===== src/rfp_map.svh =====
/*
 Register offsets, field positions, reset values and timing counts of the
 regulator fault-protection block.
 Assumes a 100 MHz core clock and a 32-bit AXI4-Lite register port.
*/
`ifndef RFP_MAP_SVH
`define RFP_MAP_SVH

// ----------------------------------------------------------------------
// Register offsets (byte addresses)
// ----------------------------------------------------------------------
`define RFP_OFF_CTRL      8'h00
`define RFP_OFF_GPO       8'h04
`define RFP_OFF_IRQ       8'h08
`define RFP_OFF_MASK      8'h0c
`define RFP_OFF_STAT      8'h10

// ----------------------------------------------------------------------
// Field positions
// ----------------------------------------------------------------------
`define RFP_CTRL_EN_LSB   0
`define RFP_CTRL_DIS_LSB  4
`define RFP_CTRL_PINSEL   8
`define RFP_CTRL_SWRST    9
`define RFP_GPO_LVL_LSB   0
`define RFP_GPO_OD_LSB    2
`define RFP_GPO_SEQ_LSB   4
`define RFP_IRQ_SUM_LSB   8
`define RFP_STAT_OVP      4
`define RFP_STAT_TSD      5
`define RFP_STAT_ST_LSB   6

// ----------------------------------------------------------------------
// Reset values
// ----------------------------------------------------------------------
`define RFP_CTRL_RST      10'h000
`define RFP_GPO_RST       6'h00
`define RFP_MASK_RST      7'h00

// ----------------------------------------------------------------------
// Timing
// ----------------------------------------------------------------------
`define RFP_CLK_MHZ       100
`define RFP_PERSIST_US    1000
`define RFP_PERSIST_CYC   (`RFP_PERSIST_US * `RFP_CLK_MHZ)

`endif


===== src/rfp_pkg.sv =====
/*
 Types shared by the regulator fault-protection files.
 Assumes nothing beyond a SystemVerilog compiler.
*/
package rfp_pkg;

   typedef enum logic [2:0] {
      RFP_SHUTDOWN = 3'b001,
      RFP_STANDBY  = 3'b010,
      RFP_ACTIVE   = 3'b100
   } rfp_state_t;

   // Latched interrupt bits, LSB first: switcher shorts, linear shorts,
   // overvoltage, thermal shutdown, reset event
   typedef struct packed {
      logic       rst_event;
      logic       tsd;
      logic       ovp;
      logic [1:0] lin_short;
      logic [1:0] sw_short;
   } rfp_irq_t;

endpackage : rfp_pkg


===== src/rfp_persist_timer.sv =====
/*
 Persistence timer for one regulator output monitor.
 Assumes 'below' is already synchronised to aclk.
*/
`timescale 1ns/1ps
`default_nettype none
module rfp_persist_timer
   import rfp_pkg::*;
#(
   parameter int unsigned CYCLES = 100000
)(
   input  wire logic aclk,
   input  wire logic aresetn,
   input  wire logic run,
   input  wire logic below,
   output logic      expired
);
   localparam int W = $clog2(CYCLES + 1);

   logic [W-1:0] cnt_reg;

   // Any rise above threshold or disable restarts from zero
   always_ff @(posedge aclk) begin
      if (!aresetn || !run || !below) begin
         cnt_reg <= '0;
      end else if (cnt_reg != W'(CYCLES)) begin
         cnt_reg <= cnt_reg + W'(1);
      end
   end

   assign expired = run & below & (cnt_reg == W'(CYCLES - 1));

endmodule : rfp_persist_timer
`default_nettype wire


===== src/rfp_top.sv =====
/*
 Fault protection and general-output control of a four-regulator power
 manager (two switchers, two linear regulators) with AXI4-Lite registers.
 Assumes monitor and pin inputs are asynchronous and the bus is on aclk.
*/
// Chosen here: the register addresses and the AXI4-Lite register port.
// Functional notes
// - Disabled regulator: switches off, discharge if enabled
// - Below threshold 1 ms after enable: disable
// - Below overload threshold 1 ms: disable regulator
// - Switcher fault: short, summary irq, status, pin
// - Linear fault: short, summary irq, status, pin
// - Clearing short irq retries an enabled regulator
// - Overvoltage disables all at once, gated discharge
// - Overvoltage: outputs low, irq, statuses cleared
// - Overvoltage irq uncleared while condition persists
// - No enable during overvoltage or pending irq
// - Thermal shutdown disables all, irq, standby
// - Thermal irq uncleared while hot; live status
// - No enable during thermal fault or irq
// - Undervoltage: disable, discharge, shutdown; recover standby
// - Unmasked reset irq set after shutdown
// - Software reset reports and restores defaults
// - Second output shares pin with clock input
// - Per output push-pull or open-drain select
// - Level bit sets output unless forced low
// - Per output joins enable-pin sequence
`timescale 1ns/1ps
`default_nettype none
`include "rfp_map.svh"
module rfp_top
   import rfp_pkg::*;
#(
   parameter int unsigned PERSIST_CYCLES = `RFP_PERSIST_CYC,
   parameter logic        RST_MASK_DEF   = 1'b0
)(
   input  wire logic        aclk,
   input  wire logic        aresetn,
   input  wire logic [7:0]  s_axi_awaddr,
   input  wire logic        s_axi_awvalid,
   output logic             s_axi_awready,
   input  wire logic [31:0] s_axi_wdata,
   input  wire logic [3:0]  s_axi_wstrb,
   input  wire logic        s_axi_wvalid,
   output logic             s_axi_wready,
   output logic [1:0]       s_axi_bresp,
   output logic             s_axi_bvalid,
   input  wire logic        s_axi_bready,
   input  wire logic [7:0]  s_axi_araddr,
   input  wire logic        s_axi_arvalid,
   output logic             s_axi_arready,
   output logic [31:0]      s_axi_rdata,
   output logic [1:0]       s_axi_rresp,
   output logic             s_axi_rvalid,
   input  wire logic        s_axi_rready,
   input  wire logic [3:0]  out_below,
   input  wire logic        ovp_pin,
   input  wire logic        tsd_pin,
   input  wire logic        uvlo_pin,
   input  wire logic        en_pin,
   output logic [3:0]       switch_hiz,
   output logic [3:0]       discharge_on,
   output logic             irq_out_n,
   output logic             general_output_a_out,
   output logic             general_output_a_oe_n,
   input  wire logic        general_output_b_in,
   output logic             general_output_b_out,
   output logic             general_output_b_oe_n,
   output logic             external_clock_input,
   output rfp_state_t       dev_state
);
   // -------------------------------------------------------------------
   // Input synchronisers
   // -------------------------------------------------------------------
   logic [8:0] sync1_reg;
   logic [8:0] sync2_reg;
   logic [3:0] below_s;
   logic       ovp_s;
   logic       tsd_s;
   logic       uvlo_s;
   logic       en_s;
   logic       clk_in_s;

   always_ff @(posedge aclk) begin
      if (!aresetn) begin
         sync1_reg <= 9'h000;
         sync2_reg <= 9'h000;
      end else begin
         sync1_reg <= {general_output_b_in, en_pin, uvlo_pin, tsd_pin,
                       ovp_pin, out_below};
         sync2_reg <= sync1_reg;
      end
   end

   assign below_s  = sync2_reg[3:0];
   assign ovp_s    = sync2_reg[4];
   assign tsd_s    = sync2_reg[5];
   assign uvlo_s   = sync2_reg[6];
   assign en_s     = sync2_reg[7];
   assign clk_in_s = sync2_reg[8];

   // -------------------------------------------------------------------
   // AXI4-Lite slave
   // -------------------------------------------------------------------
   logic        aw_hold_reg;
   logic        w_hold_reg;
   logic [7:0]  awaddr_reg;
   logic [31:0] wdata_reg;
   logic [3:0]  wstrb_reg;
   logic        do_write;
   logic [31:0] wmask;
   logic [31:0] wbits;
   logic        wr_map;
   logic        rd_map;
   logic [31:0] rd_word;

   assign s_axi_awready = !aw_hold_reg;
   assign s_axi_wready  = !w_hold_reg;
   assign s_axi_arready = !s_axi_rvalid;
   assign do_write      = aw_hold_reg & w_hold_reg & !s_axi_bvalid;

   always_comb begin
      for (int k = 0; k < 4; k++) begin
         wmask[8*k +: 8] = {8{wstrb_reg[k]}};
      end
   end

   assign wbits  = wdata_reg & wmask;
   assign wr_map = (awaddr_reg == `RFP_OFF_CTRL) || (awaddr_reg == `RFP_OFF_GPO)
                || (awaddr_reg == `RFP_OFF_IRQ) || (awaddr_reg == `RFP_OFF_MASK)
                || (awaddr_reg == `RFP_OFF_STAT);

   always_ff @(posedge aclk) begin
      if (!aresetn) begin
         aw_hold_reg <= 1'b0;
         w_hold_reg  <= 1'b0;
         awaddr_reg  <= 8'h00;
         wdata_reg   <= 32'h0000_0000;
         wstrb_reg   <= 4'h0;
      end else begin
         if (s_axi_awvalid && !aw_hold_reg) begin
            aw_hold_reg <= 1'b1;
            awaddr_reg  <= s_axi_awaddr;
         end else if (do_write) begin
            aw_hold_reg <= 1'b0;
         end
         if (s_axi_wvalid && !w_hold_reg) begin
            w_hold_reg <= 1'b1;
            wdata_reg  <= s_axi_wdata;
            wstrb_reg  <= s_axi_wstrb;
         end else if (do_write) begin
            w_hold_reg <= 1'b0;
         end
      end
   end

   always_ff @(posedge aclk) begin
      if (!aresetn) begin
         s_axi_bvalid <= 1'b0;
         s_axi_bresp  <= 2'b00;
      end else if (do_write) begin
         s_axi_bvalid <= 1'b1;
         s_axi_bresp  <= wr_map ? 2'b00 : 2'b10;
      end else if (s_axi_bready) begin
         s_axi_bvalid <= 1'b0;
      end
   end

   // -------------------------------------------------------------------
   // Registers
   // -------------------------------------------------------------------
   logic [9:0]  ctrl_reg;
   logic [5:0]  gpo_reg;
   logic [6:0]  mask_reg;
   rfp_irq_t    irq_reg;
   rfp_irq_t    irq_next;
   rfp_irq_t    irq_set;
   logic [6:0]  irq_clr;
   logic        swrst_reg;
   logic        soft_clear;
   logic [3:0]  en_stat_reg;
   logic [3:0]  en_next;
   logic [3:0]  expired;
   logic        block_all;
   rfp_state_t  state_reg;
   rfp_state_t  state_next;

   // Undervoltage and software reset both return the map to defaults
   assign soft_clear = uvlo_s | swrst_reg;

   always_ff @(posedge aclk) begin
      if (!aresetn || soft_clear) begin
         ctrl_reg <= `RFP_CTRL_RST;
         gpo_reg  <= `RFP_GPO_RST;
         mask_reg <= {RST_MASK_DEF, 6'h00} | `RFP_MASK_RST;
      end else if (do_write) begin
         if (awaddr_reg == `RFP_OFF_CTRL) begin
            ctrl_reg <= (ctrl_reg & ~wmask[9:0]) | wbits[9:0];
         end
         if (awaddr_reg == `RFP_OFF_GPO) begin
            gpo_reg <= (gpo_reg & ~wmask[5:0]) | wbits[5:0];
         end
         if (awaddr_reg == `RFP_OFF_MASK) begin
            mask_reg <= (mask_reg & ~wmask[6:0]) | wbits[6:0];
         end
      end else begin
         ctrl_reg[`RFP_CTRL_SWRST] <= 1'b0;
      end
   end

   // Request bit is seen one cycle late so the write itself completes
   always_ff @(posedge aclk) begin
      if (!aresetn) begin
         swrst_reg <= 1'b0;
      end else begin
         swrst_reg <= ctrl_reg[`RFP_CTRL_SWRST] & !swrst_reg;
      end
   end

   // -------------------------------------------------------------------
   // Short-circuit and overload timers
   // -------------------------------------------------------------------
   for (genvar i = 0; i < 4; i++) begin : g_tmr
      rfp_persist_timer #(
         .CYCLES (PERSIST_CYCLES)
      ) rfp_persist_timer_inst (
         .aclk    (aclk),
         .aresetn (aresetn),
         .run     (en_stat_reg[i]),
         .below   (below_s[i]),
         .expired (expired[i])
      );
   end

   // -------------------------------------------------------------------
   // Interrupt bits
   // -------------------------------------------------------------------
   always_comb begin
      irq_set           = '0;
      irq_set.sw_short  = expired[1:0];
      irq_set.lin_short = expired[3:2];
      irq_set.ovp       = ovp_s;
      irq_set.tsd       = tsd_s;
      irq_set.rst_event = swrst_reg
                        | ((state_reg == RFP_SHUTDOWN) && !uvlo_s && !mask_reg[6]);
      irq_clr = (do_write && awaddr_reg == `RFP_OFF_IRQ) ? wbits[6:0] : 7'h00;
   end

   // Set wins over a simultaneous write-one clear
   always_comb begin
      if (uvlo_s) begin
         irq_next = '0;
      end else begin
         irq_next = rfp_irq_t'((irq_reg & ~irq_clr) | irq_set);
      end
   end

   always_ff @(posedge aclk) begin
      if (!aresetn) begin
         irq_reg <= '0;
      end else begin
         irq_reg <= irq_next;
      end
   end

   always_ff @(posedge aclk) begin
      if (!aresetn) begin
         irq_out_n <= 1'b1;
      end else begin
         irq_out_n <= ~|(irq_reg & ~mask_reg);
      end
   end

   // -------------------------------------------------------------------
   // Regulator enables and power stage control
   // -------------------------------------------------------------------
   assign block_all = ovp_s | irq_reg.ovp | tsd_s | irq_reg.tsd | uvlo_s;

   // A cleared short bit with the request still set starts a new attempt
   always_comb begin
      en_next = ctrl_reg[3:0] & ~{irq_reg.lin_short, irq_reg.sw_short}
              & ~expired & {4{!block_all}};
      if (state_reg == RFP_SHUTDOWN) begin
         en_next = 4'h0;
      end
   end

   always_ff @(posedge aclk) begin
      if (!aresetn) begin
         en_stat_reg <= 4'h0;
      end else begin
         en_stat_reg <= en_next;
      end
   end

   always_ff @(posedge aclk) begin
      if (!aresetn) begin
         switch_hiz   <= 4'hf;
         discharge_on <= 4'h0;
      end else begin
         switch_hiz <= ~en_next;
         if (uvlo_s || state_reg == RFP_SHUTDOWN) begin
            discharge_on <= 4'hf;
         end else begin
            discharge_on <= ~en_next & ctrl_reg[7:4];
         end
      end
   end

   // -------------------------------------------------------------------
   // Device state
   // -------------------------------------------------------------------
   always_comb begin
      case (state_reg)
         RFP_SHUTDOWN: state_next = RFP_STANDBY;
         RFP_STANDBY:  state_next = (|en_next) ? RFP_ACTIVE : RFP_STANDBY;
         RFP_ACTIVE:   state_next = (|en_next && !tsd_s) ? RFP_ACTIVE : RFP_STANDBY;
         default:      state_next = RFP_SHUTDOWN;
      endcase
      if (uvlo_s) begin
         state_next = RFP_SHUTDOWN;
      end
   end

   always_ff @(posedge aclk) begin
      if (!aresetn) begin
         state_reg <= RFP_SHUTDOWN;
      end else begin
         state_reg <= state_next;
      end
   end

   assign dev_state = state_reg;

   // -------------------------------------------------------------------
   // General outputs
   // -------------------------------------------------------------------
   logic       force_low;
   logic [1:0] lvl;

   assign force_low = ovp_s | irq_reg.ovp | uvlo_s;

   always_comb begin
      for (int k = 0; k < 2; k++) begin
         lvl[k] = gpo_reg[`RFP_GPO_LVL_LSB + k]
                & (en_s | !gpo_reg[`RFP_GPO_SEQ_LSB + k]) & !force_low;
      end
   end

   // Open drain only ever pulls low; the pin is released for a high
   always_ff @(posedge aclk) begin
      if (!aresetn) begin
         general_output_a_out  <= 1'b0;
         general_output_a_oe_n <= 1'b1;
         general_output_b_out  <= 1'b0;
         general_output_b_oe_n <= 1'b1;
         external_clock_input  <= 1'b0;
      end else begin
         general_output_a_out  <= lvl[0] & !gpo_reg[`RFP_GPO_OD_LSB];
         general_output_a_oe_n <= lvl[0] & gpo_reg[`RFP_GPO_OD_LSB];
         if (ctrl_reg[`RFP_CTRL_PINSEL]) begin
            general_output_b_out  <= 1'b0;
            general_output_b_oe_n <= 1'b1;
            external_clock_input  <= clk_in_s;
         end else begin
            general_output_b_out  <= lvl[1] & !gpo_reg[`RFP_GPO_OD_LSB + 1];
            general_output_b_oe_n <= lvl[1] & gpo_reg[`RFP_GPO_OD_LSB + 1];
            external_clock_input  <= 1'b0;
         end
      end
   end

   // -------------------------------------------------------------------
   // Read path
   // -------------------------------------------------------------------
   always_comb begin
      rd_word = 32'h0000_0000;
      rd_map  = 1'b1;
      case (s_axi_araddr)
         `RFP_OFF_CTRL: rd_word[9:0] = ctrl_reg;
         `RFP_OFF_GPO:  rd_word[5:0] = gpo_reg;
         `RFP_OFF_MASK: rd_word[6:0] = mask_reg;
         `RFP_OFF_IRQ: begin
            rd_word[6:0] = irq_reg;
            rd_word[`RFP_IRQ_SUM_LSB +: 4] = {irq_reg.lin_short, irq_reg.sw_short};
         end
         `RFP_OFF_STAT: begin
            rd_word[3:0] = en_stat_reg;
            rd_word[`RFP_STAT_OVP] = ovp_s;
            rd_word[`RFP_STAT_TSD] = tsd_s;
            rd_word[`RFP_STAT_ST_LSB +: 3] = state_reg;
         end
         default: rd_map = 1'b0;
      endcase
   end

   always_ff @(posedge aclk) begin
      if (!aresetn) begin
         s_axi_rvalid <= 1'b0;
         s_axi_rdata  <= 32'h0000_0000;
         s_axi_rresp  <= 2'b00;
      end else if (s_axi_arvalid && !s_axi_rvalid) begin
         s_axi_rvalid <= 1'b1;
         s_axi_rdata  <= rd_word;
         s_axi_rresp  <= rd_map ? 2'b00 : 2'b10;
      end else if (s_axi_rready) begin
         s_axi_rvalid <= 1'b0;
      end
   end
endmodule : rfp_top
`default_nettype wire


===== config.mk =====
export PLATFORM = sky130hd
export DESIGN_NAME = rfp_top
export DESIGN_NICKNAME = d
export VERILOG_FILES = /design/src/rfp_pkg.sv /design/src/rfp_persist_timer.sv /design/src/rfp_top.sv
export VERILOG_INCLUDE_DIRS = /design/src
export SDC_FILE = /design/constraint.sdc
export NUM_CORES = 1
export LEC_CHECK = 0
export BUFFER_PORTS_ARGS = -buffer_cell sky130_fd_sc_hd__buf_2
export CORE_MARGIN = 8
export CORE_UTILIZATION = 51
export DETAILED_ROUTE_END_ITERATION = 12
export PLACE_DENSITY = 0.76
export SLEW_MARGIN = 20
export SYNTH_ARGS = -nofsm -noshare
export SYNTH_HDL_FRONTEND = slang
export SYNTH_SLANG_ARGS = --single-unit

===== constraint.sdc =====
create_clock -name aclk -period 2.1 [get_ports aclk]
set_input_delay 0.21 -clock aclk [delete_from_list [all_inputs] [get_ports aclk]]
set_output_delay 0.21 -clock aclk [all_outputs]
set_load 0.02 [all_outputs]

==> results of run 1 <==
==> worst min path at each step <==
stage | start | endpoint | slack [ns]
global placement | sync1_reg[3] | sync2_reg[3] | 0.41
floorplan | s_axi_awvalid | aw_hold_reg | 0.33
detailed placement | sync1_reg[3] | sync2_reg[3] | 0.42
global route | s_axi_arvalid | s_axi_rvalid | 0.02
CTS | s_axi_wdata[9] | wdata_reg[9] | 0.01
finish | s_axi_arvalid | s_axi_rvalid | 0.02
==> metal layers <==
layer | up-vias | GRT usage, % | share of wire (%)
li1 | 3082 | - | -
met1 | 2850 | 23.2 | 45
met2 | 145 | 30.8 | 48
met3 | 27 | 4.49 | 4.5
met4 | 0 | 5.97 | 1.6
met5 | - | 0 | 0
==> cell usage in the layout (no fill, tap or decap), types with 3 or more instances in the layout <==
cell type / Yosys / final
sky130_fd_sc_hd__a21boi_0: 20 / 20
sky130_fd_sc_hd__a21oi_1: 28 / 28
sky130_fd_sc_hd__a221oi_1: 7 / 7
sky130_fd_sc_hd__a22o_1: 6 / 6
sky130_fd_sc_hd__a31oi_1: 5 / 5
sky130_fd_sc_hd__and2_1: 19 / 19
sky130_fd_sc_hd__and3_1: 15 / 15
sky130_fd_sc_hd__and4_1: 8 / 8
sky130_fd_sc_hd__buf_2: 1 / 79
sky130_fd_sc_hd__buf_4: 22 / 52
sky130_fd_sc_hd__bufinv_16: 0 / 4
sky130_fd_sc_hd__clkbuf_16: 0 / 17
sky130_fd_sc_hd__conb_1: 1 / 22
sky130_fd_sc_hd__dfxtp_1: 176 / 174
sky130_fd_sc_hd__dlygate4sd3_1: 0 / 10
sky130_fd_sc_hd__ha_1: 8 / 8
sky130_fd_sc_hd__inv_1: 28 / 28
sky130_fd_sc_hd__inv_6: 0 / 4
sky130_fd_sc_hd__mux2_2: 3 / 3
sky130_fd_sc_hd__mux2i_1: 28 / 28
sky130_fd_sc_hd__nand2_1: 68 / 67
sky130_fd_sc_hd__nand2b_1: 15 / 15
sky130_fd_sc_hd__nand3_1: 52 / 52
sky130_fd_sc_hd__nand3b_1: 4 / 4
sky130_fd_sc_hd__nand4_1: 17 / 17
sky130_fd_sc_hd__nand4b_1: 5 / 5
sky130_fd_sc_hd__nor2_1: 95 / 94
sky130_fd_sc_hd__nor2b_1: 19 / 19
sky130_fd_sc_hd__nor3_1: 11 / 11
sky130_fd_sc_hd__nor3b_1: 5 / 5
sky130_fd_sc_hd__nor4_1: 6 / 5
sky130_fd_sc_hd__nor4bb_1: 4 / 4
sky130_fd_sc_hd__o21ai_0: 21 / 21
sky130_fd_sc_hd__or3_1: 8 / 8
sky130_fd_sc_hd__xnor2_1: 19 / 19
sky130_fd_sc_hd__xor2_1: 36 / 36
==> Yosys cell counts (2+ instances only) <==
master and count:
sky130_fd_sc_hd__a31oi_1 5, sky130_fd_sc_hd__nor4bb_1 4, sky130_fd_sc_hd__nand4b_1 5, sky130_fd_sc_hd__dfxtp_1 176, sky130_fd_sc_hd__o21ai_1 2, sky130_fd_sc_hd__inv_1 28, sky130_fd_sc_hd__and2_1 19, sky130_fd_sc_hd__and4_1 8
sky130_fd_sc_hd__nand2_1 68, sky130_fd_sc_hd__nor3_1 11, sky130_fd_sc_hd__o211ai_1 2, sky130_fd_sc_hd__buf_4 22, sky130_fd_sc_hd__nand2b_1 15, sky130_fd_sc_hd__nand3b_1 4, sky130_fd_sc_hd__xnor2_1 19, sky130_fd_sc_hd__and4b_1 2
sky130_fd_sc_hd__a22o_1 6, sky130_fd_sc_hd__clkbuf_1 28, sky130_fd_sc_hd__nor2b_1 19, sky130_fd_sc_hd__and3_1 15, sky130_fd_sc_hd__nor3b_1 5, sky130_fd_sc_hd__nor2_1 95, sky130_fd_sc_hd__nor4b_1 2, sky130_fd_sc_hd__mux2_2 3
sky130_fd_sc_hd__or3b_2 2, sky130_fd_sc_hd__nand3_1 52, sky130_fd_sc_hd__nor4_1 6, sky130_fd_sc_hd__nor4_4 2, sky130_fd_sc_hd__xor2_1 36, sky130_fd_sc_hd__a221oi_1 7, sky130_fd_sc_hd__or4_1 3, sky130_fd_sc_hd__mux2i_1 28
sky130_fd_sc_hd__or3_1 8, sky130_fd_sc_hd__a21boi_0 20, sky130_fd_sc_hd__o211a_1 2, sky130_fd_sc_hd__o22ai_1 2, sky130_fd_sc_hd__nand4_1 17, sky130_fd_sc_hd__a21oi_1 28, sky130_fd_sc_hd__ha_1 8, sky130_fd_sc_hd__o21ai_0 21
==> kinds of logic (layout without fill, tap and decap cells) <==
| family | Yosys count | in the layout |
|---|---|---|
| mux | 32 | 32 |
| simple gates | 369 | 369 |
| other cells | 1 | 22 |
| flops | 176 | 176 |
| xor+xnor | 55 | 55 |
| fa+ha+maj | 8 | 8 |
| buf+inv | 80 | 202 |
| compound gates | 105 | 105 |
==> per-stage QoR <==
stage	hold slack [ns]	total power, W	cells	setup WS, ns
floorplan	0.326	0.00392	847	0.00624
global placement	0.414	0.00407	1109	-0.0370
detailed placement	0.417	0.00408	1109	-0.102
CTS	0.0112	0.00746	1153	-0.0628
global route	0.0186	0.00766	1153	-0.0887
finish	0.0237	0.00742	1153	-0.0643
==> power by group <==
part | internal, W | switching (W)
Sequential | 0.00343 | 0.0000591
Clock | 0.00202 | 0.00137
Combinational | 0.000211 | 0.000332
Total | 0.00566 | 0.00176
==> area by class of cell <==
type,instances,area [um^2],area share (%)
well taps,184,230,2.54
multi-input cells,591,3680,40.6
inverters,28,105,1.16
clock buffers,19,433,4.77
flip-flops and latches,176,3530,38.9
repair buffers,142,897,9.89
clock inverters,13,199,2.19
==> critical path, delay by kind of cell (launching register included) <==
family / cells / cell delay [ns]
AO/OA/AOI/OAI: 2 / 0.43
flip-flops: 1 / 0.31
AND/OR/NAND/NOR: 3 / 1.32
==> timing repair <==
action,4_1_cts,5_1_grt
endpoints found under the hold margin,10,0
pin swaps,1,1
resized for setup,2,3
hold buffers,10,0
setup buffers,2,0
endpoints found under the setup margin,3,17
==> summary.md, run 1 <==
The flow ran to the end, but the final reports show violations. The final reports fail on setup timing. The start-to-end type of the worst setup path is register to register. Summing the areas of all compound-gate instances in the mapped netlist gives 9.34% of the synthesized area. The synthesized netlist devotes 26.2% of its cell area to simple gates.

The logs give 0.895 for the final weighted congestion in routability-driven placement and 1 for the number of failing setup endpoints in the final timing report. The launching element of the worst setup path is g_tmr[1].rfp_persist_timer_inst.cnt_reg[8]. The number of pins with negative max-slew slack in the final report was 0. Sorting the synthesized cells by area gives the leading types as sky130_fd_sc_hd__dfxtp_1, sky130_fd_sc_hd__nor2_1, sky130_fd_sc_hd__xor2_1, sky130_fd_sc_hd__mux2i_1, sky130_fd_sc_hd__nand3_1. The die covers 18800 um^2.

The worst max-slew margin expressed relative to the limit came out at 52.1%. The number of antenna violations at the first check in global routing was 0; the number of distinct library cell variants in the gate-level netlist after synthesis was 61. Entering global routing, the biggest net connects 36 pins.

The slowest stage of the critical path is the sky130_fd_sc_hd__or4b_4 cell. For the worst setup path, the data required time is 2.43 ns. The logs give 0 for the number of violations of the max-capacitance limit and 490 for the iteration-0 DRC count of the detailed router.

In this run the core area contains 44 standard-cell rows. The final worst setup slack is -0.0643 ns, and the final critical-path required period is 2.16 ns. The critical path ends at dev_state[1]. After Yosys synthesis, XOR and XNOR cells account for 6.43% of the synthesized area.

The via count normalized by instance count is 5.29. The top cell type by area accounts for 47.0% of the synthesized area. The highest achievable clock rate was 462 MHz.

The number of global-route vias before repair is 5781, and the placed wire-length estimate is 12400 um. TritonCTS built the clock tree. The power per cell area is 818 nW/um^2, and the transition at the pin with the smallest max-transition slack is 0.716 ns. The number of cells traversed by the worst register-to-register path is 5. The die is 137 um wide. The stage delay of the slowest cell on the critical path is 0.55 ns.

0 antenna diodes ended up in the layout. Summing the areas of all fa, ha and maj instances in the mapped netlist gives 1.34% of the synthesized area. The tools report the startpoint of the most critical register-to-register path as g_tmr[1].rfp_persist_timer_inst.cnt_reg[8]. Relative to the synthesized area, the layout overhead comes to 21.1%.

Across the VDD grid, the largest voltage drop is 814 uV. The endpoint of the worst-slack reg-to-reg timing path was dev_state[1]. The final standard cell area without fillers was 9070 um^2. The final number of hold-violating endpoints is 0, and the vertical die dimension is 137 um.

The count of cells along the worst hold path is 2. The number of H-tree levels was 4; the maximum clock skew at final layout was 0.0136 ns. After floorplanning, the core was sized to cover 14400 um^2. Summed over all failing endpoints, the final setup total negative slack is -0.0643 ns. The element type at the critical path start is a register. Of the synthesized area, sequential elements account for 47.0%. The buffer depth of the longest clock path is 2. For this run, the leading register cell type out of synthesis is sky130_fd_sc_hd__dfxtp_1. The multiplexer fraction of the synthesized cell area came out at 4.49%. Setup repair after global routing could not meet its margin everywhere.

Walking the worst path, the cells encountered are or4b_4, nor4_4, a2111oi_2, or4_4, o41ai_2. For the total via count in the routed design, the log shows 6104. The count of nets left with antenna violations after detail routing was 0; the final period utilization was 103%.

For this run, the total global-route usage over all layers was measured as 18.6%. The logs give -0.06 ns for the internal reg-to-reg setup slack and 126 for the number of I/O pins. The clock transition at the registers of the reported paths works out to 0.07 ns.

The number of clock buffers added by TritonCTS is 17. The first detailed-routing pass took 7 iterations. The starting density of the core came out at 51.9%.

The maximum fanout encountered on the critical timing path was 2. Counting flops with an async set or reset pin after synthesis yields a share of 0%. The run gives 27800 um as the first-pass GRT wire length. Summed over all cells, the static leakage comes to 3.59 nW.

Cells with a size suffix above 1 make up 18.9% of the layout. At the worst endpoint, the arrival time is 2.49 ns. The total placed instance area was 8300 um^2.

The overflow left after global routing was 0. The largest family of logic cells by synthesized area was simple AND/OR/NAND/NOR gates. The worst setup path is captured at a register.

The cell accounting for the most synthesized area is sky130_fd_sc_hd__dfxtp_1. In the final routed layout, each cell accounts on average for 14.9 um. For this run, the number of Yosys warnings is 0.

The quantity of I/O buffers inserted on ports came out at 79. A synthesized cell averages 9.07 um^2. The tools report the clock latency reported for the late side of the worst-skew pair as 0.43 ns. The synthesized netlist occupies a cell area of 7490 um^2. The net count of the finished layout is 1032. The core occupancy in the finished layout was 62.9%; the clock net sink count was 176. The count of flip-flops with a built-in enable after synthesis works out to 0. After synthesis the netlist holds a flip-flop and latch count of 176. The tools report the sum of routed wire length over all layers as 17200 um. The tightest min-delay check is of the input port to register type.

In this run the clock root is driven by a sky130_fd_sc_hd__clkbuf_16. For this run, design rule violations remaining after detail routing come to 0. The synthesized instance count was 826. After filler insertion, the fill cell instance count of the layout stands at 1239.
No activity file was read; power rests on OpenSTA's default activity.
==> run 2, diff against run 1 <==
Settings changed: PLACE_DENSITY 0.76 to 0.72.
==> run 2 against run 1 <==
  * The run still ends with setup timing left
  * Via count fell by 0.36%
  * Register-to-register slack better by 0.02 ns
  * Final cell count did not move
  * Sequential cell count stayed put
  * Clock-buffer cell count stayed put
  * Global-route usage increased by 0.32 points
  * Cell area fell by 0.14%
  * Sequential share of layout area grew 0.054 points
  * Die area stayed put
  * Critical path depth stayed put
  * Clock power is 9.7% lower
  * Non-clock buffer count unchanged
  * Critical endpoint unchanged
  * Highest routed layer unchanged
==> summary.md, run 2 (same netlist as run 1, synthesis figures left out) <==
The flow ran to the end, but the final reports show violations. The checks that failed: setup timing. Iteration-0 DRC count of the detailed router: 393. Entering global routing, the biggest net connects 76 pins. Required time of the worst setup path: 2.42 ns.

The die footprint came out at 18800 um^2. For the worst setup path, the data arrival time is 2.47 ns. The leakage power total came out at 3.58 nW. Of all nets on the critical path, the largest fanout is 2. Headroom to the max-slew limit came out at 51.0%. The detail route stage leaves a number of antenna-violating nets equal to 0. The count of buffers added on input and output ports is 79. In this run the power density over the cells is 783 nW/um^2. The worst hold path begins at s_axi_wdata[9]. Counting the fill cells in the layout gives 1263. The tools report the maximum clock skew at final layout as 0.0122 ns. The run gives 12600 um as the placed wire-length estimate. In this run the vertical extent of the chip is 137 um. The final period utilization is 102%.

The initialized floorplan defines 44 standard-cell rows. The transition at the pin with the smallest max-transition slack came out at 0.732 ns. After the last flow step, the layout net total stands at 1032. Of the total power, the share spent switching nets is 24.8%. The worst-case IR drop observed on VDD is 679 uV.

For this run the aggregate overflow at the end of global routing stands at 0. The tools report the startpoint of the most critical register-to-register path as g_tmr[1].rfp_persist_timer_inst.cnt_reg[8]. Clock latency on the worst-skew pair, taken at its later pin, is 0.43 ns. The element type at the critical path start is a register. After clock tree synthesis, the clock-pin slew on the worst setup and hold paths is 0.07 ns. In this run the worst hold path is classified as input port to register.

The first global-routing pass estimated 28300 um of wire. In the routed design, unresolved DRC markers number 0. The clock net sink count was 176; the number of antenna repair diodes was 0.

For this design the total switching power over the nets is 0.00176 W. For this configuration, the core starts out at a cell density of 51.9%. The minimum hold slack is 0.0216 ns, and the via count normalized by instance count is 5.27.

The die span in x is 137 um, and the growth of design area from synthesis to finish is 20.9%. The post-placement cell count came out at 1110. The start-to-end type of the worst setup path was register to register. The final number of hold-violating endpoints is 0, and the sequential cell fraction of total power is 49.1%.

Nature of the critical path endpoint: a register. The tools report the number of pins with negative max-slew slack in the final report as 0. The most critical setup path has its startpoint at g_tmr[1].rfp_persist_timer_inst.cnt_reg[8]. Max-cap violations in this run came to 0. The final cell count without fillers is 1153, and the fraction of power consumed by combinational cells is 7.8%. No sink is reached through more buffers than the 2 on the longest clock path. TritonCTS built the clock tree. Internal power comes to 0.00533 W.

During I/O placement, the number of pins put on the boundary was 126. Per report_power, the clock group accounts for 43.1% of the total. The final critical-path required period works out to 2.15 ns.

Most common cell after layout, fill and taps aside: sky130_fd_sc_hd__dfxtp_1. Number of buffers created by CTS: 17. The library cells used most frequently in the layout, excluding fill and tap cells, are sky130_fd_sc_hd__dfxtp_1, sky130_fd_sc_hd__nor2_1, sky130_fd_sc_hd__buf_2.

The routed design has 17300 um of wire. Setup violations remaining at the end of the flow were counted as 2. The routed layout has 6082 vias. CTS built an H-tree with a depth of 4. At the end of routability-driven placement, the weighted congestion stood at 0.838.

The mean routed wirelength per cell works out to 15.0 um. Clock root buffer: sky130_fd_sc_hd__clkbuf_16. The fraction of final layout cells with drive strength greater than 1 is 19.2%.

The region available for standard cell placement spans 14400 um^2. The number of antenna violations at the first check in global routing was 0; the highest achievable clock rate was 466 MHz. Before antenna repair, the detailed router went through 5 iterations.

For the number of global-route vias before repair, the log shows 5864. Setup repair after global routing could not meet its margin everywhere. Global routing used 18.9% of the available tracks. The final worst setup slack is -0.0477 ns.
## run 2: through the flow
step	power, W	worst slack [ns]	TNS [ns]	instance area, um^2	util (%)
after floorplan	0.00392	0.00624	0	7590	-
after global placement	0.00407	-0.0301	-0.0301	8330	57.8
after detailed placement	0.00408	-0.128	-0.130	8330	57.8
after CTS	0.00714	-0.134	-0.237	9030	62.6
after global routing	0.00733	-0.0982	-0.180	9060	62.8
final	0.00709	-0.0477	-0.0790	9060	62.8
## run 2: layout make-up
type	count	area [um^2]	share of cell area, %
Timing Repair Buffer	142	910	10.0
Multi-Input combinational cell	591	3720	41.0
Inverter	28	105	1.16
Sequential cell	176	3530	38.9
Clock inverter	13	128	1.41
Clock buffer	19	443	4.89
Tap cell	184	230	2.54
## run 2: critical path, stage by stage, from the launching register on
cell and delay [ns]:
sky130_fd_sc_hd__dfxtp_1 0.31, sky130_fd_sc_hd__or4b_4 0.55, sky130_fd_sc_hd__nor4_4 0.27, sky130_fd_sc_hd__a2111oi_4 0.13, sky130_fd_sc_hd__or4_4 0.55, sky130_fd_sc_hd__o41ai_4 0.22
## run 2: final timing paths
kind,end,slack (ns),cells past startpoint
worst max-delay path,dev_state[1],-0.05,5
worst min-delay path,wdata_reg[9],0.02,3
worst max register to register,dev_state[1],-0.05,5
worst min register to register,sync2_reg[8],0.43,1
## run 2: power by group through the flow
stage | Clock (W) | Sequential (W) | Combinational, W
3_3_place_gp | 0 | 0.00356 | 0.000518
4_1_cts | 0.00311 | 0.00348 | 0.000553
3_5_place_dp | 0 | 0.00356 | 0.000526
2_1_floorplan | 0 | 0.00360 | 0.000318
5_1_grt | 0.00324 | 0.00349 | 0.000603
6_report | 0.00306 | 0.00348 | 0.000554
## run 2: repair_timing
action | 4_1_cts | 5_1_grt
hold buffers | 10 | 0
endpoints found under the setup margin | 2 | 18
resized for setup | 3 | 5
endpoints found under the hold margin | 10 | 0
pin swaps | 2 | 2
buffers inserted | 0 | 1
## run 2: per-layer routing
metal	global-route usage [%]	vias up	routed length, um
met2	31.3	138	8400
met3	4.01	23	763
met4	6.82	0	279
met1	23.7	2835	7890
met5	0	-	0
li1	-	3086	-
==> run 3, diff against run 2 <==
Settings changed: CORE_UTILIZATION 51 to 56, PLACE_DENSITY 0.72 to 0.75.
Clock period 2.1 ns to 2.4 ns, I/O delays scaled along.
==> run 3 against run 2 <==
  * The run now ends clean
  * Register-to-register slack improved by 0.20 ns
  * First-iteration DRC count is 31% higher
  * Combinational power is 20% lower
  * Sequential power shrank 12%
  * Global-route usage is 1.1 points higher
  * Sequential cell count stayed put
  * Clock-buffer cell count increased by 1
  * Clock skew fell by 0.0041 ns
  * Total power is 9.2% lower
  * Fmax is 4.3% lower
  * Clock power is 4% lower
  * Die area shrank 7.9%
  * Largest power group unchanged
==> summary.md, run 3 (same netlist as run 1, synthesis figures left out) <==
Most common cell after layout, fill and taps aside: sky130_fd_sc_hd__dfxtp_1. Dividing the detail-routed wire length by the instance count gives 15.3 um. The total via count in the routed design is 6007, and the number of antenna violations at the first check in global routing is 0.

Clock latency on the worst-skew pair, taken at its later pin, is 0.43 ns. The required time of the worst setup path came out at 2.73 ns. The maximum clock skew at final layout is 0.00807 ns.

The nature of the critical path endpoint is a register. The first-pass GRT wire length is 28400 um, and the maximum number of pins on one net before global-route repair is 40. Number of antenna repair diodes: 0.

In this run the core area contains 42 standard-cell rows. The number of H-tree levels was 4; the die span in x was 132 um. Traced cell by cell, the critical path runs through or4b_4, nor4_4, a2111oi_2, or4_1, o41ai_2.

For the total placed instance area, the log shows 8070 um^2. The global routing usage summed across all routing layers is 19.9%, and the overflow left after global routing is 0. Max-cap violations in this run came to 0.

The power per cell area came out at 738 nW/um^2. The congestion estimate from routability-driven global placement came to 0.869. The sum of routed wire length over all layers is 17000 um. For the leakage power total, the log shows 3.39 nW. Setup repair after global routing left no endpoint under its margin.

The quantity of gates resized following cts was 0; the arrival time at the worst endpoint was 2.58 ns. The worst max-slew margin expressed relative to the limit was 41.2%; the number of pins with negative max-slew slack in the final report was 0. OpenSTA, run right after detailed placement, puts the worst setup slack at 0.174 ns.

Clock-pin slew was measured on the worst setup and hold paths at 0.06 ns. Cells fill 66.4% of the core in the end. In this run the remaining antenna-violating nets after routing total 0. After layout, the minimum clock period comes to 2.25 ns.

The flow ran to the end, and the final reports show no timing, DRC or antenna violations. In this design, the stage delay of the slowest critical-path cell is 0.56 ns. The via count normalized by instance count came out at 5.43.

The maximum fanout encountered on the critical timing path is 5. The die covers 17300 um^2. The transition at the pin with the smallest max-transition slack was 0.882 ns. TritonCTS built the clock tree.

Final number of hold-violating endpoints: 0. In this run the vertical extent of the chip is 132 um. The logs give 57.0% for the starting density of the core and 13100 um^2 for the area of the core. After routing, the total negative slack on setup checks comes to 0 ns.

Clock tree synthesis selected as its root buffer the cell sky130_fd_sc_hd__clkbuf_16. The tools report the number of global-route vias before repair as 5730. The clock net sink count was 176; the peak supply drop was 526 uV. The filler cells instantiated in the layout total 1099. STA classifies the critical path startpoint as a register. Start-to-end type of the worst setup path: register to register. Before antenna repair, the detailed router went through 6 iterations.

126 I/O pins were placed. Clock tree synthesis inserted a total of 17 buffers. Derived from the worst setup path, the maximum achievable clock frequency is 445 MHz. Setup slack on the critical path of the routed design comes to 0.155 ns.

Final hold analysis gives a worst-case slack of 0.0130 ns. After layout, the worst path uses 93.6% of the clock period. The critical path's top delay family is simple AND/OR/NAND/NOR gates. The wire-length estimate of the detail-placed layout is 12000 um.

Setup violations remaining at the end of the flow were counted as 0. Fraction of final layout cells with drive strength greater than 1: 15.7%. In the routed design, unresolved DRC markers number 0.

The critical path buffer and inverter count came out at 0. The number of nets in the layout was 993. The min-delay analysis places its worst path in the category input port to register.

The quantity of I/O buffers inserted on ports is 79. In the layout the commonest cells are sky130_fd_sc_hd__dfxtp_1, sky130_fd_sc_hd__nor2_1, sky130_fd_sc_hd__buf_2. The growth of design area from synthesis to finish was 16.5%. With fillers left out, the area of the finished cells amounts to 8730 um^2.

The buffer depth of the longest clock path was 2; the iteration-0 DRC count of the detailed router was 513. The slowest stage of the critical path belongs to the cell sky130_fd_sc_hd__or4b_4.
## run 3: cell types whose count changed in the layout (fill, tap and decap cells not counted), sizes merged, moves of 2 or more
cell         before  now
buf             132  101
dlygate4sd3      10    2
bufinv            1    4
clkinv            5    2
inv              33   30
clkinvlp          2    4
## run 3: per-stage QoR
step | instances | total power, W
final | 1106 | 0.00644
after global routing | 1106 | 0.00667
after CTS | 1106 | 0.00649
after detailed placement | 1072 | 0.00356
after global placement | 1072 | 0.00355
after floorplan | 847 | 0.00342
## run 3: power by group
part           leakage [nW]  switching [W]  internal [W]
Sequential             1.43      0.0000570       0.00300
Combinational          1.66       0.000279      0.000166
Clock                 0.299        0.00114       0.00180
Total                  3.39        0.00147       0.00497
## run 3: area by class of cell
class                      count  area (um^2)  area share [%]
multi-input combinational    591         3660            42.0
sequential                   176         3520            40.4
timing repair buffer         103          581            6.65
clock buffer                  20          457            5.23
tap                          176          220            2.52
clock inverter                12          181            2.08
inverter                      28          105            1.20
## run 3: final timing paths
path	from	cells past startpoint	slack, ns	end
min	out_below[0]	2	0.01	sync1_reg[0]
max reg2reg	g_tmr[1].rfp_persist_timer_inst.cnt_reg[8]	5	0.15	dev_state[1]
max	g_tmr[1].rfp_persist_timer_inst.cnt_reg[8]	5	0.15	dev_state[1]
min reg2reg	sync1_reg[0]	1	0.43	sync2_reg[0]
## run 3: metal layers
| layer | track usage [%] | share of wire (%) |
|---|---|---|
| met1 | 25.1 | 45 |
| met2 | 31.7 | 47 |
| met4 | 8.10 | 1.6 |
| met3 | 5.49 | 6.0 |
| met5 | 0 | 0 |
## run 3: what timing repair did
action	4_1_cts	5_1_grt
hold buffers	2	0
endpoints found under the hold margin	2	0
setup buffers	0	0
